[src/ptcc_pkg.sv]
// Purpose: Shared constants and types for the prescaled timer/counter with capture
// Assumes: Byte-wide register port, single cycle clock
// Notes: Register addresses are the printed offsets
`default_nettype none
package ptcc_pkg;
    // ==========================================================
    // Register addresses
    localparam logic [15:0] ADDR_TIMER_CONTROL = 16'hFE10;
    localparam logic [15:0] ADDR_PRESCALER_MATCH = 16'hFE11;
    localparam logic [15:0] ADDR_COUNT_LOW = 16'hFE12;
    localparam logic [15:0] ADDR_COUNT_HIGH = 16'hFE13;
    localparam logic [15:0] ADDR_MATCH_DATA_LOW = 16'hFE14;
    localparam logic [15:0] ADDR_MATCH_DATA_HIGH = 16'hFE15;
    localparam logic [15:0] ADDR_CAPTURE_LOW = 16'hFE16;
    localparam logic [15:0] ADDR_CAPTURE_HIGH = 16'hFE17;

    // ==========================================================
    // Control register fields
    localparam int BIT_HIGH_RUN = 7;
    localparam int BIT_LOW_RUN = 6;
    localparam int BIT_CASCADE = 5;
    localparam int BIT_LOW_SRC = 4;
    localparam int BIT_HIGH_FLAG = 3;
    localparam int BIT_HIGH_IE = 2;
    localparam int BIT_LOW_FLAG = 1;
    localparam int BIT_LOW_IE = 0;

    // ==========================================================
    // Reset values and counting constants
    localparam logic [7:0] RST_BYTE = 8'h00;
    localparam logic [7:0] RST_CAPTURE = 8'h00;
    localparam logic [7:0] BYTE_MAX = 8'hFF;
    localparam logic [7:0] COUNT_STEP = 8'h01;

    // ==========================================================
    // Detection pulses, one clock wide, from the pin detection logic
    typedef struct packed {
        logic ext_irq_zero;
        logic ext_irq_one;
        logic ext_irq_two;
        logic ext_irq_three;
        logic low_capture_input;
        logic high_capture_input;
        logic count_input;
    } ptcc_det_s;

    // Register port request
    typedef struct packed {
        logic [15:0] addr;
        logic [7:0] wdata;
        logic wr;
        logic rd;
    } ptcc_req_s;
endpackage
`default_nettype wire

[src/ptcc_timer.sv]
// Purpose: Sixteen-bit timer/counter from two byte halves with prescaler and capture
// Assumes: Detection inputs are single-cycle pulses on clk_sys
// Notes: Interrupt outputs lag the flag and enable by one clock
//
// Overview of operation
// RULE_01: Prescaler pulses when count equals match value
// RULE_02: Prescaler restarts on match or match write
// RULE_03: Prescaler halts only in deep standby
// RULE_04: Low counter runs only while bit 6 set
// RULE_05: High counter runs only while bit 7 set
// RULE_06: Bit 4 picks prescaler or external low clock
// RULE_07: Bit 5 picks prescaler or low match clock; the code clocks the high half from low byte overflow (lo_carry)
// RULE_08: Two control bits select four counting modes
// RULE_09: Sixteen-bit mode matches all sixteen bits
// RULE_10: Counters clear when stopped or on match
// RULE_11: Buffer tracks data stopped, loads on match
// RULE_12: External modes count one per detection pulse
// RULE_13: Byte mode low capture from low sources
// RULE_14: Sixteen-bit mode captures both bytes together
// RULE_15: High capture from high detection sources
// RULE_16: Interrupt request per half when enabled
// RULE_17: Period is match plus one clocks
// RULE_18: Match flags stick until software clears
// RULE_19: Flag and enable request half's vector
// RULE_20: Sixteen-bit mode sets both flags together
// RULE_21: Each detection pulse acts exactly once
// RULE_22: Count reads live, read-only writes ignored
//
// Our own choice: strobed register access.
`default_nettype none
module ptcc_timer (
    // Clock and reset
    input wire logic clk_sys,
    input wire logic nrst,
    // Register port
    input wire ptcc_pkg::ptcc_req_s reg_req,
    output logic [7:0] reg_rdata,
    // Power state and detection pulses
    input wire logic hold_mode,
    input wire ptcc_pkg::ptcc_det_s det,
    // Interrupt requests: low half vector 0013H, high half vector 0023H
    output logic irq_low,
    output logic irq_high
);
    // ==========================================================
    // Register port decode
    function automatic logic hit(input logic [15:0] a, input logic [15:0] ref_a);
        hit = (a == ref_a);
    endfunction

    logic [7:0] ctrl_q;
    logic [7:0] prr_q;
    logic [7:0] lo_data_q;
    logic [7:0] hi_data_q;
    logic [7:0] lo_buf_q;
    logic [7:0] hi_buf_q;
    logic [7:0] lo_cnt_q;
    logic [7:0] hi_cnt_q;
    logic [7:0] pre_cnt_q;
    logic [7:0] cap_lo_q;
    logic [7:0] cap_hi_q;
    logic wr_ctrl;
    logic wr_prr;
    logic wr_lo_data;
    logic wr_hi_data;

    assign wr_ctrl = reg_req.wr && hit(reg_req.addr, ptcc_pkg::ADDR_TIMER_CONTROL);
    assign wr_prr = reg_req.wr && hit(reg_req.addr, ptcc_pkg::ADDR_PRESCALER_MATCH);
    assign wr_lo_data = reg_req.wr && hit(reg_req.addr, ptcc_pkg::ADDR_MATCH_DATA_LOW);
    assign wr_hi_data = reg_req.wr && hit(reg_req.addr, ptcc_pkg::ADDR_MATCH_DATA_HIGH);

    // ==========================================================
    // Control fields
    logic high_run_enable;
    logic low_run_enable;
    logic cascade_16bit_select;
    logic low_clock_source_select;

    assign high_run_enable = ctrl_q[ptcc_pkg::BIT_HIGH_RUN];
    assign low_run_enable = ctrl_q[ptcc_pkg::BIT_LOW_RUN];
    assign cascade_16bit_select = ctrl_q[ptcc_pkg::BIT_CASCADE];
    assign low_clock_source_select = ctrl_q[ptcc_pkg::BIT_LOW_SRC];

    // ==========================================================
    // Prescaler
    logic pre_match;

    assign pre_match = !hold_mode && (pre_cnt_q == prr_q); // [RULE_01] [RULE_03]

    always_ff @(posedge clk_sys or negedge nrst)
    begin
        if (!nrst)
        begin
            pre_cnt_q <= ptcc_pkg::RST_BYTE;
        end
        else if (wr_prr || pre_match)
        begin
            pre_cnt_q <= ptcc_pkg::RST_BYTE; // [RULE_02]
        end
        else if (!hold_mode)
        begin
            pre_cnt_q <= pre_cnt_q + ptcc_pkg::COUNT_STEP; // [RULE_03]
        end
    end

    // ==========================================================
    // Count clocks and match pulses
    logic lo_clk;
    logic hi_clk;
    logic lo_match;
    logic hi_match;
    logic full_match;
    logic lo_carry;

    // Mode select: cascade then low source gives modes 0..3
    assign lo_clk = low_clock_source_select ? det.count_input : pre_match; // [RULE_06] [RULE_08] [RULE_12] [RULE_21]
    assign full_match = low_run_enable && lo_clk
        && ({hi_cnt_q, lo_cnt_q} == {hi_buf_q, lo_buf_q}); // [RULE_09] [RULE_17]
    assign lo_carry = low_run_enable && lo_clk && (lo_cnt_q == ptcc_pkg::BYTE_MAX);
    assign hi_clk = cascade_16bit_select ? lo_carry : pre_match; // [RULE_07]
    assign lo_match = cascade_16bit_select ? full_match
        : (low_run_enable && lo_clk && (lo_cnt_q == lo_buf_q)); // [RULE_17]
    assign hi_match = cascade_16bit_select ? full_match
        : (high_run_enable && hi_clk && (hi_cnt_q == hi_buf_q));

    // ==========================================================
    // Low byte counter and buffer
    always_ff @(posedge clk_sys or negedge nrst)
    begin
        if (!nrst)
        begin
            lo_cnt_q <= ptcc_pkg::RST_BYTE;
        end
        else if (!low_run_enable || lo_match)
        begin
            lo_cnt_q <= ptcc_pkg::RST_BYTE; // [RULE_04] [RULE_10]
        end
        else if (lo_clk)
        begin
            lo_cnt_q <= lo_cnt_q + ptcc_pkg::COUNT_STEP; // [RULE_12]
        end
    end

    always_ff @(posedge clk_sys or negedge nrst)
    begin
        if (!nrst)
        begin
            lo_buf_q <= ptcc_pkg::RST_BYTE;
        end
        else if (!low_run_enable || lo_match)
        begin
            lo_buf_q <= lo_data_q; // [RULE_11]
        end
    end

    // ==========================================================
    // High byte counter and buffer
    always_ff @(posedge clk_sys or negedge nrst)
    begin
        if (!nrst)
        begin
            hi_cnt_q <= ptcc_pkg::RST_BYTE;
        end
        else if (!high_run_enable || hi_match)
        begin
            hi_cnt_q <= ptcc_pkg::RST_BYTE; // [RULE_05] [RULE_10]
        end
        else if (hi_clk)
        begin
            hi_cnt_q <= hi_cnt_q + ptcc_pkg::COUNT_STEP;
        end
    end

    always_ff @(posedge clk_sys or negedge nrst)
    begin
        if (!nrst)
        begin
            hi_buf_q <= ptcc_pkg::RST_BYTE;
        end
        else if (!high_run_enable || hi_match)
        begin
            hi_buf_q <= hi_data_q; // [RULE_11]
        end
    end

    // ==========================================================
    // Capture
    logic cap_lo_src;
    logic cap_hi_src;

    assign cap_lo_src = det.ext_irq_zero || det.ext_irq_two || det.low_capture_input;
    assign cap_hi_src = det.ext_irq_one || det.ext_irq_three || det.high_capture_input;

    always_ff @(posedge clk_sys or negedge nrst)
    begin
        if (!nrst)
        begin
            cap_lo_q <= ptcc_pkg::RST_CAPTURE;
        end
        else if (cascade_16bit_select ? cap_hi_src : cap_lo_src)
        begin
            cap_lo_q <= lo_cnt_q; // [RULE_13] [RULE_14] [RULE_21]
        end
    end

    always_ff @(posedge clk_sys or negedge nrst)
    begin
        if (!nrst)
        begin
            cap_hi_q <= ptcc_pkg::RST_CAPTURE;
        end
        else if (cap_hi_src)
        begin
            cap_hi_q <= hi_cnt_q; // [RULE_15] [RULE_14]
        end
    end

    // ==========================================================
    // Writable registers; a match sets its flag over a clearing write
    logic [7:0] ctrl_d;

    always_comb
    begin
        ctrl_d = wr_ctrl ? reg_req.wdata : ctrl_q;
        ctrl_d[ptcc_pkg::BIT_LOW_FLAG] = ctrl_d[ptcc_pkg::BIT_LOW_FLAG] | lo_match; // [RULE_18]
        ctrl_d[ptcc_pkg::BIT_HIGH_FLAG] = ctrl_d[ptcc_pkg::BIT_HIGH_FLAG] | hi_match; // [RULE_18] [RULE_20]
    end

    always_ff @(posedge clk_sys or negedge nrst)
    begin
        if (!nrst)
        begin
            ctrl_q <= ptcc_pkg::RST_BYTE;
        end
        else
        begin
            ctrl_q <= ctrl_d;
        end
    end

    always_ff @(posedge clk_sys or negedge nrst)
    begin
        if (!nrst)
        begin
            prr_q <= ptcc_pkg::RST_BYTE;
            lo_data_q <= ptcc_pkg::RST_BYTE;
            hi_data_q <= ptcc_pkg::RST_BYTE;
        end
        else
        begin
            if (wr_prr)
            begin
                prr_q <= reg_req.wdata;
            end
            if (wr_lo_data)
            begin
                lo_data_q <= reg_req.wdata;
            end
            if (wr_hi_data)
            begin
                hi_data_q <= reg_req.wdata;
            end
        end
    end

    // ==========================================================
    // Interrupt requests
    always_ff @(posedge clk_sys or negedge nrst)
    begin
        if (!nrst)
        begin
            irq_low <= 1'b0;
            irq_high <= 1'b0;
        end
        else
        begin
            irq_low <= ctrl_q[ptcc_pkg::BIT_LOW_FLAG] && ctrl_q[ptcc_pkg::BIT_LOW_IE]; // [RULE_16] [RULE_19]
            irq_high <= ctrl_q[ptcc_pkg::BIT_HIGH_FLAG] && ctrl_q[ptcc_pkg::BIT_HIGH_IE]; // [RULE_16] [RULE_19]
        end
    end

    // ==========================================================
    // Read port; unmapped addresses read zero
    logic [7:0] rd_mux;

    always_comb
    begin
        unique case (reg_req.addr)
            ptcc_pkg::ADDR_TIMER_CONTROL: rd_mux = ctrl_q;
            ptcc_pkg::ADDR_PRESCALER_MATCH: rd_mux = prr_q;
            ptcc_pkg::ADDR_COUNT_LOW: rd_mux = lo_cnt_q; // [RULE_22]
            ptcc_pkg::ADDR_COUNT_HIGH: rd_mux = hi_cnt_q; // [RULE_22]
            ptcc_pkg::ADDR_MATCH_DATA_LOW: rd_mux = lo_data_q;
            ptcc_pkg::ADDR_MATCH_DATA_HIGH: rd_mux = hi_data_q;
            ptcc_pkg::ADDR_CAPTURE_LOW: rd_mux = cap_lo_q;
            ptcc_pkg::ADDR_CAPTURE_HIGH: rd_mux = cap_hi_q;
            default: rd_mux = ptcc_pkg::RST_BYTE;
        endcase
    end

    always_ff @(posedge clk_sys or negedge nrst)
    begin
        if (!nrst)
        begin
            reg_rdata <= ptcc_pkg::RST_BYTE;
        end
        else if (reg_req.rd)
        begin
            reg_rdata <= rd_mux;
        end
        else
        begin
            reg_rdata <= ptcc_pkg::RST_BYTE;
        end
    end
endmodule
`default_nettype wire

[config.mk]
export PLATFORM = sky130hd
export DESIGN_NAME = ptcc_timer
export DESIGN_NICKNAME = d
export VERILOG_FILES = /design/src/ptcc_pkg.sv /design/src/ptcc_timer.sv
export SDC_FILE = /design/constraint.sdc
export NUM_CORES = 1
export LEC_CHECK = 0
export BUFFER_PORTS_ARGS = -buffer_cell sky130_fd_sc_hd__buf_2
export CORE_UTILIZATION = 64
export CTS_BUF_LIST = sky130_fd_sc_hd__clkbuf_16
export DETAILED_ROUTE_END_ITERATION = 6
export HOLD_SLACK_MARGIN = 0.1
export PLACE_DENSITY_LB_ADDON = 0.05
export SLEW_MARGIN = 30
export SYNTH_ARGS = -nofsm -noshare
export SYNTH_HDL_FRONTEND = slang
export SYNTH_SLANG_ARGS = --single-unit
[constraint.sdc]
create_clock -name clk_sys -period 5.5 [get_ports clk_sys]
set_input_delay 0.825 -clock clk_sys [delete_from_list [all_inputs] [get_ports clk_sys]]
set_output_delay 0.825 -clock clk_sys [all_outputs]
set_load 0.01 [all_outputs]
Yosys cells after proc, flatten, opt, wreduce, memory -nomap -nowiden
Index checks and enable logic that the tools add are counted.
{"block": "word_totals", "regBits": 98, "input_bits": 36, "out_inout_bits": 10, "elab_cells": 73}
{"block": "op_classes", "add_sub_neg": 3, "eq_ne": 14, "n_mux": 14, "bitwise_logic": 2, "n_reduce_logical": 25}
{"operator": "$eq 16x16->1 const B", "n": 8}
{"operator": "$pmux 8 s8", "n": 1}
{"operator": "$mux 8", "n": 7}
{"operator": "$add 8x1->8 const B", "n": 3}
{"operator": "$eq 8x8->1", "n": 3}
{"operator": "$eq 16x16->1", "n": 1}
{"operator": "$logic_and 1x1->1", "n": 13}
{"operator": "$eq 8x8->1 const B", "n": 1}
{"operator": "$logic_or 1x1->1", "n": 7}
{"operator": "$mux 1", "n": 5}
{"operator": "$mux 4", "n": 1}
{"operator": "$reduce_bool 2->1", "n": 2}
{"operator": "$logic_not 1->1", "n": 3}
{"operator": "$ne 2x1->1 const B", "n": 1}
{"operator": "$or 1x1->1", "n": 2}

Logic depth before layout (Yosys ltp)
Gate-level depths: netlist of run 1.
{"block": "depth", "word_depth": 11, "ltp_mapped": 8, "depth_no_buf": 7}

Worst setup path after synthesis of run 1
OpenSTA, ideal clock, no wires.
{"block": "synth_timing", "kind": "input port to flip-flop", "startpoint": "input port reg_req[17] (netlist name)", "endpoint": "register lo_data_q[0]", "setup_time_ps": 125, "arrival_time_ps": 2432, "t_required_ps": 5375, "path_slack_ps": 2943, "stages": 8, "path_cell_list": "nor3_1 nor4bb_1 clkbuf_1 and2_1 buf_2 nand2_1 nor2_2 mux2_2"}
{"block": "synth_between", "elab_chain_cells": 2}
{"element": "from (decl)", "line_no": "ptcc_timer.sv:36", "source": "input wire ptcc_pkg::ptcc_req_s reg_req,"}
{"element": "$eq 16x16->1", "line_no": "ptcc_timer.sv:48", "source": "hit = (a == ref_a);"}
{"element": "$logic_and 1x1->1", "line_no": "ptcc_timer.sv:69", "source": "assign wr_lo_data = reg_req.wr && hit(reg_req.addr, ptcc_pkg::ADDR_MATCH_DATA_LOW);"}
{"element": "to (signal assigned)", "line_no": "ptcc_timer.sv:246", "source": "lo_data_q <= ptcc_pkg::RST_BYTE;"}
{"element": "to (signal assigned)", "line_no": "ptcc_timer.sv:257", "source": "lo_data_q <= reg_req.wdata;"}
{"element": "to (decl)", "line_no": "ptcc_timer.sv:53", "source": "logic [7:0] lo_data_q;"}
No other way between the ends.
A chain may end at the register's enable or synchronous reset.

Worst setup path in the final report of run 1
{"block": "layout_timing", "startpoint": "input port reg_req[15] (netlist name)", "endpoint": "register hi_data_q[6]"}
{"block": "layout_between", "elab_chain_cells": 2}
{"element": "$eq 16x16->1", "line_no": "ptcc_timer.sv:48"}
{"element": "$logic_and 1x1->1", "line_no": "ptcc_timer.sv:70", "source": "assign wr_hi_data = reg_req.wr && hit(reg_req.addr, ptcc_pkg::ADDR_MATCH_DATA_HIGH);"}
{"element": "to (signal assigned)", "line_no": "ptcc_timer.sv:247", "source": "hi_data_q <= ptcc_pkg::RST_BYTE;"}
{"element": "to (signal assigned)", "line_no": "ptcc_timer.sv:261", "source": "hi_data_q <= reg_req.wdata;"}
{"element": "to (decl)", "line_no": "ptcc_timer.sv:54", "source": "logic [7:0] hi_data_q;"}
No other way between the ends.

==> summary.txt, run 1 <==
Global routing
  • Pin count of the biggest net entering global routing: 59
  • Global Route Usage Sum: 0.302
  • Grt ovf: 0
  • First-pass GRT wire length: 17,600 um
  • Initial antenna violation count: 0
  • Vias in the first global route: 3,304

Clock network
  • Clock Path Buffers: 2
  • # hold bufs at CTS: 0
  • CTS Sinks: 98
  • CTS tree: done
  • Insertion delay to the later sink of the worst-skew pair: 0.34 ns
  • Root Driver: clkbuf_16
  • H-tree depth: 3
  • Post-CTS Repair Setup Buffers: 0
  • Gates resized, CTS repair: 0
  • Clock-pin slew on the worst setup and hold paths: 0.07 ns
  • CTS buffer count: 9

STA
  • Setup TNS: 0 ns
  • Final Setup Violations: 0
  • Layout Skew: 0.00748 ns
  • Endpoints failing hold: 0
  • Final Cycle Share: 0.543
  • Max Slew Vio Count: 0
  • Tightest Pin Transition: 0.966 ns
  • Min Tclk post-route: 2.99 ns
  • FMAX: 0.335 GHz
  • RSZ-0062 raised after global routing: no
  • Rel. slew slack: 0.354

Finish
  • Antenna cell count: 0
  • P&R area growth vs syn: 12.4%
  • Fin area: 5460 um2
  • Core Util, Final: 0.748
  • Nets@finish: 486
  • Layout cell share with drive strength beyond 1: 0.303

Die
  • Die height: 89.1 um
  • Io pins: 46
  • Die W: 89.1 um
  • Core box area: 7290 um2
  • Std cell rows: 31
  • Die area: 7940 um2
  • Initial Util: 0.666

Pwr
  • VDD IR-drop max: 0.223 mV
  • Leak Pwr: 2.62 nW
  • Combinational power share: 0.104
  • P_int: 1.20 mW
  • Psw: 0.392 mW
  • Reg power frac: 0.475
  • P per Cell Area: 291 nW/um2
  • Clock power frac: 0.421
  • Sw Ratio: 0.247

Critical path
  • Slowest CP cell: nor2b_1
  • Critical path startpoint category: primary input
  • Req. time, crit path: 5.72 ns
  • Reg-to-Reg End: hi_buf_q[7]$_DFFE_PN0P_
  • Critical Path Sink Type: flop
  • Setup Crit Path Kind: primary input to flop
  • R2r startpoint: lo_cnt_q[7]$_DFFE_PN0P_
  • Critical Path AT: 3.21 ns
  • Largest stage delay on the critical path: 0.78 ns
  • Critical Path Fanout Max: 14
  • Worst Reg-to-Reg Cells: 6
  • Setup slack, reg-to-reg: 2.84 ns
  • CP Cell Sequence: buf_2 > and4b_1 > nor2b_1 > nand3_1 > nor2_2 > mux2_2

Place
  • Gpl congestion: 0.850
  • Placed cell areas: 5130 um2
  • DP HPWL: 8000 um
  • PortBufs: 45

Yosys
  • Ys Warns: 0
  • Post-synth EDFFs: 0
  • Top-count cell post-synth: dfrtp_1
  • Synth Cell Area: 4860 um2
  • Mapped Nets: 447
  • Synth top area share: 0.505
  • Seq/Total Area, Yosys: 0.505
  • FFs w/ async S/R, synth: 1.00
  • Syn Area/Cell: 11.9 um2
  • Top cells by area, synth: dfrtp_1 (50%), mux2_2 (14%), mux2i_1 (4.5%)
  • Post-synth top area cell: dfrtp_1
  • Gate count of the mapped netlist: 408
  • Ys flop type: dfrtp_1
  • Synth Register Bits: 98
  • Synth top cells by count: dfrtp_1 (98), mux2_2 (59), nor2_1 (29), xnor2_1 (25), mux2i_1 (22)
  • Synth unique cells: 50

Run
  • Max cap viols: 0

Drt
  • DR pass1 iterations: 4
  • Drt drc: 0
  • Vias per std cell: 6.26
  • DR WL/cell: 20.3 um
  • Final ANT Viol Nets: 0
  • Initial detailed-routing violation count: 344
  • Total number of vias: 3,452
  • Total Wirelength: 11,200 um

Worst hold path
  • Worst Hold Class: primary input to async pin

Outcome
  • Outcome: completed
[stage by stage]
step	total power [mW]	hold slack, ns	worst slack (ns)	cells
2_1_floorplan	0.872	0.450	2.94	408
3_3_place_gp	0.920	0.463	2.31	535
3_5_place_dp	0.929	0.479	2.23	535
4_1_cts	1.59	0.476	2.57	551
5_1_grt	1.64	0.497	2.33	551
6_report	1.59	0.458	2.51	551
[power by group through the flow]
stage	combinational [mW]	sequential, mW	clock (mW)
after floorplan	0.109	0.763	0
after CTS	0.164	0.754	0.671
final	0.166	0.754	0.668
after detailed placement	0.161	0.768	0
after global placement	0.153	0.767	0
after global routing	0.183	0.757	0.699
[placed cells by master (no fill, tap or decap), types with 2 or more instances in the layout]
cell        instances
clkbuf_16           9
nand3_1            16
a22o_1              2
xnor2_1            25
o21ai_0             4
dfrtp_1            98
mux2i_1            22
a21oi_1            17
buf_2              44
clkinvlp_4          2
nand2b_1            2
ha_1                3
nor4_1              4
buf_4               4
mux2_2             59
and2_1              5
nor2_1             29
nor2b_1             2
inv_1               2
o22a_1              6
and3_1              5
mux2_4              2
nand2_1            16
nor3_1              4
bufinv_16           2
xor2_1             19
clkinv_2            2
o22ai_1             3
nor2_2              2
a221oi_1            5
a22oi_1             5
a221o_1             2
nand4_1            10
[flip-flops by register name, indices dropped and copies added (netlist names)]
register   cells
lo_cnt_q       8
lo_data_q      8
lo_buf_q       8
irq_low        1
cap_lo_q       8
hi_buf_q       8
cap_hi_q       8
hi_cnt_q       8
prr_q          8
irq_high       1
hi_data_q      8
ctrl_q         8
pre_cnt_q      8
reg_rdata      8
[kinds of logic (layout without fill, tap and decap cells)]
kind of cell               after synthesis  count (layout)  synth area share
muxes                                   83              83             0.188
and+or+nand+nor                        104             104             0.112
DFF                                     98              98             0.505
AOI/OAI and AO/OA                       53              53            0.0827
buffers and inverters                   22              66            0.0216
xor gates and xnor gates                45              45            0.0827
adders and majority gates                3               3           0.00773
[critical path, delay by kind of cell]
family	cells	cell delay, ns
buffers and inverters	1	0.09
AND/OR/NAND/NOR	4	1.90
multiplexers	1	0.39
[routing by layer]
metal  GRT usage  part of all wire  up-vias
met5           0                 0        -
met4       0.114             0.028        0
met3      0.0517             0.064       30
met2       0.479              0.47      143
met1       0.421              0.43     1721
li1            -                 -     1558
[worst max-delay path by stage]
stage	start	to	slack [ns]	cells past startpoint
final	reg_req[15]	hi_data_q[6]$_DFFE_PN0P_	2.51	6
after global routing	reg_req[15]	hi_data_q[1]$_DFFE_PN0P_	2.33	6
after CTS	reg_req[15]	hi_data_q[6]$_DFFE_PN0P_	2.57	6
after detailed placement	reg_req[15]	hi_data_q[6]$_DFFE_PN0P_	2.23	6
after global placement	reg_req[15]	hi_data_q[4]$_DFFE_PN0P_	2.31	6
after floorplan	reg_req[17]	lo_data_q[0]$_DFFE_PN0P_	2.94	8
[layout make-up]
cell class                      instances  area [um2]
Timing Repair Buffer                   48         250
Multi-Input combinational cell        288        2300
Inverter                                2        7.51
Sequential cell                        98        2450
Fill cell                             525        1830
Clock inverter                          7        93.8
Clock buffer                            9         225
Tap cell                               99         124
Power figures use the tool's default switching activity.
==> inputs of run 2 (changes only) <==
--- a/config.mk
+++ b/config.mk
@@ -6,7 +6,7 @@
 export NUM_CORES = 1
 export LEC_CHECK = 0
 export BUFFER_PORTS_ARGS = -buffer_cell sky130_fd_sc_hd__buf_2
-export CORE_UTILIZATION = 64
+export CORE_UTILIZATION = 53
 export CTS_BUF_LIST = sky130_fd_sc_hd__clkbuf_16
 export DETAILED_ROUTE_END_ITERATION = 6
 export HOLD_SLACK_MARGIN = 0.1
==> constraint.sdc (replaced) <==
create_clock -name clk_sys -period 2.5 [get_ports clk_sys]
set_input_delay 0.375 -clock clk_sys [delete_from_list [all_inputs] [get_ports clk_sys]]
set_output_delay 0.375 -clock clk_sys [all_outputs]
set_load 0.01 [all_outputs]
==> run 2 against run 1 <==
The flow now finishes with violations (DRC). Routed wire length rose by 5.2%. Via count fell by 1.1%. First-iteration DRC count fell by 38%. Cell count rose by 6.5%. Register-to-register slack got worse by 2.7 ns. Cell area rose by 3.9%. Sequential cell count did not move. Clock skew rose by 0.0042 ns. Non-clock buffer count rose by 27. Critical endpoint is now hi_cnt_q[5]$_DFFE_PN0P_. Utilization fell by 10 points.
==> summary.txt, run 2 (same netlist as run 1, synthesis figures left out) <==
Drt
  • Vias per std cell: 5.82 (was 6.26)
  • Final ANT Viol Nets: 0 (unchanged)
  • DR WL/cell: 20.0 um (was 20.3 um)
  • Initial detailed-routing violation count: 213 (was 344)
  • DR pass1 iterations: 6 (was 4)
  • Total Wirelength: 11,800 um (was 11,200 um)
  • Total number of vias: 3,415 (was 3,452)
  • Drt drc: 16 (was 0)

Place
  • DP HPWL: 8660 um (was 8000 um)
  • Gpl congestion: 0.860 (was 0.850)
  • PortBufs: 45 (unchanged)
  • Placed cell areas: 5350 um2 (was 5130 um2)
  • Pre-CTS setup slack: 0.0817 ns (was 2.23 ns)

Critical path
  • Critical Path Sink Type: flop (unchanged)
  • Critical path startpoint category: flop (was primary input)
  • Setup Crit Path Kind: flop to flop (was primary input to flop)
  • Req. time, crit path: 2.74 ns (was 5.72 ns)
  • Critical Path AT: 2.60 ns (was 3.21 ns)
  • Critical Path Fanout Max: 8 (was 14)
  • Worst Reg-to-Reg Cells: 7 (was 6)

Finish
  • Nets@finish: 513 (was 486)
  • Layout cell share with drive strength beyond 1: 0.344 (was 0.303)
  • Antenna cell count: 0 (unchanged)
  • Core Util, Final: 0.644 (was 0.748)
  • Fin area: 5670 um2 (was 5460 um2)
  • P&R area growth vs syn: 16.7% (was 12.4%)
  • Most common cell after layout, fill and taps aside: dfrtp_1 (unchanged)
  • Most frequent cells in the layout: dfrtp_1 (96), mux2_2 (59), buf_2 (44), nor2_1 (29), buf_4 (28) (was dfrtp_1 (98), mux2_2 (59), buf_2 (44), nor2_1 (29), xnor2_1 (25))

Global routing
  • Initial antenna violation count: 0 (unchanged)
  • Vias in the first global route: 3,532 (was 3,304)
  • Global Route Usage Sum: 0.266 (was 0.302)
  • Pin count of the biggest net entering global routing: 99 (was 59)
  • First-pass GRT wire length: 19,100 um (was 17,600 um)
  • Grt ovf: 0 (unchanged)

Outcome
  • Failing checks: DRC
  • Outcome: finished, violations left (was completed)

Pwr
  • P per Cell Area: 591 nW/um2 (was 291 nW/um2)
  • Leak Pwr: 2.75 nW (was 2.62 nW)
  • VDD IR-drop max: 0.545 mV (was 0.223 mV)

Die
  • Die W: 97.7 um (was 89.1 um)
  • Io pins: 46 (unchanged)
  • Die height: 97.7 um (was 89.1 um)
  • Initial Util: 0.552 (was 0.666)
  • Die area: 9550 um2 (was 7940 um2)
  • Std cell rows: 34 (was 31)
  • Core box area: 8810 um2 (was 7290 um2)

STA
  • Rel. slew slack: 0.570 (was 0.354)
  • Endpoints failing hold: 0 (unchanged)
  • Final Cycle Share: 0.947
  • Layout Skew: 0.0117 ns (was 0.00748 ns)
  • FMAX: 0.423 GHz
  • Max Slew Vio Count: 0 (unchanged)
  • Final Setup Violations: 0 (unchanged)
  • Tightest Pin Transition: 0.641 ns (was 0.966 ns)
  • Setup ws final: 0.133 ns (was 2.51 ns)
  • Min Tclk post-route: 2.37 ns

Clock network
  • CTS tree: done (unchanged)
  • H-tree depth: 3 (unchanged)
  • Clock-pin slew on the worst setup and hold paths: 0.07 ns (about the same)
  • Insertion delay to the later sink of the worst-skew pair: 0.35 ns (was 0.34 ns)
  • Clock Path Buffers: 2 (unchanged)
  • Root Driver: clkbuf_16 (unchanged)
  • CTS buffer count: 9 (unchanged)
  • CTS Sinks: 98 (unchanged)

Worst hold path
  • Worst Hold Class: primary input to flop (was primary input to async pin)
  • Depth of the worst hold-timing path: 2

Run
  • Max cap viols: 0 (unchanged)
## run 2: changes by cell type in the layout (fill, tap and decap cells not counted), sizes merged
cell | previous run | this run
buf | 48 | 74
inv | 2 | 5
bufinv | 2 | 0
clkinvlp | 2 | 0
clkinv | 3 | 4
dlygate4sd3 | 0 | 1
## run 2: stage by stage
step	instances	setup TNS, ns	power, mW	hold slack [ns]
after global placement	569	0	2.05	0.463
after CTS	586	0	3.37	0.304
after global routing	587	-0.00303	3.48	0.310
after detailed placement	569	0	2.06	0.470
after floorplan	408	0	1.92	0.0794
final	587	0	3.35	0.310
## run 2: per-layer routing
metal  vias to the layer above  global-route usage  wire [um]
met5                         -                   0          0
met4                         0               0.108        251
met3                        19              0.0587        770
met2                       108               0.403       5200
met1                      1674               0.375       5540
li1                       1614                   -          -
## run 2: report_power, final
part / switching (mW) / internal [mW]
registers: 0.0426 / 1.62
clock network: 0.628 / 0.684
logic: 0.222 / 0.155
total: 0.893 / 2.45
## run 2: layout make-up
type                       instances  area (um2)
multi-input combinational        288        2310
sequential                        98        2450
fill                             698        3140
timing repair buffer              75         480
tap                              108         135
clock buffer                       9         225
inverter                           2        7.51
clock inverter                     7        52.6
## run 2: critical path, cell delays in order, from the launching register on
cell and delay (ns):
dfrtp_2 0.47, ha_1 0.27, nand4_1 0.16, o31a_1 0.28
or4_1 0.60, a211oi_2 0.27, xnor2_1 0.15, nor2_1 0.07
## run 2: path summary, 6_finish.rpt
check,startpoint,end,slack [ns]
worst max-delay path,lo_cnt_q[0]$_DFFE_PN0P_,hi_cnt_q[5]$_DFFE_PN0P_,0.13
worst min register to register,cap_hi_q[5]$_DFFE_PN0P_,cap_hi_q[5]$_DFFE_PN0P_,0.48
min in group asynchronous,nrst,cap_lo_q[3]$_DFFE_PN0P_,0.62
worst min-delay path,reg_req[2],ctrl_q[0]$_DFFE_PN0P_,0.31
worst max register to register,lo_cnt_q[0]$_DFFE_PN0P_,hi_cnt_q[5]$_DFFE_PN0P_,0.13
max in group asynchronous,nrst,lo_buf_q[0]$_DFFE_PN0N_,1.45
## run 2: timing repair
item | 4_1_cts | 5_1_grt
hold buffers | 1 | 0
gates resized for setup | 0 | 4
hold endpoints to repair | 12 | 0
setup buffers | 0 | 1
endpoints found under the setup margin | 0 | 18
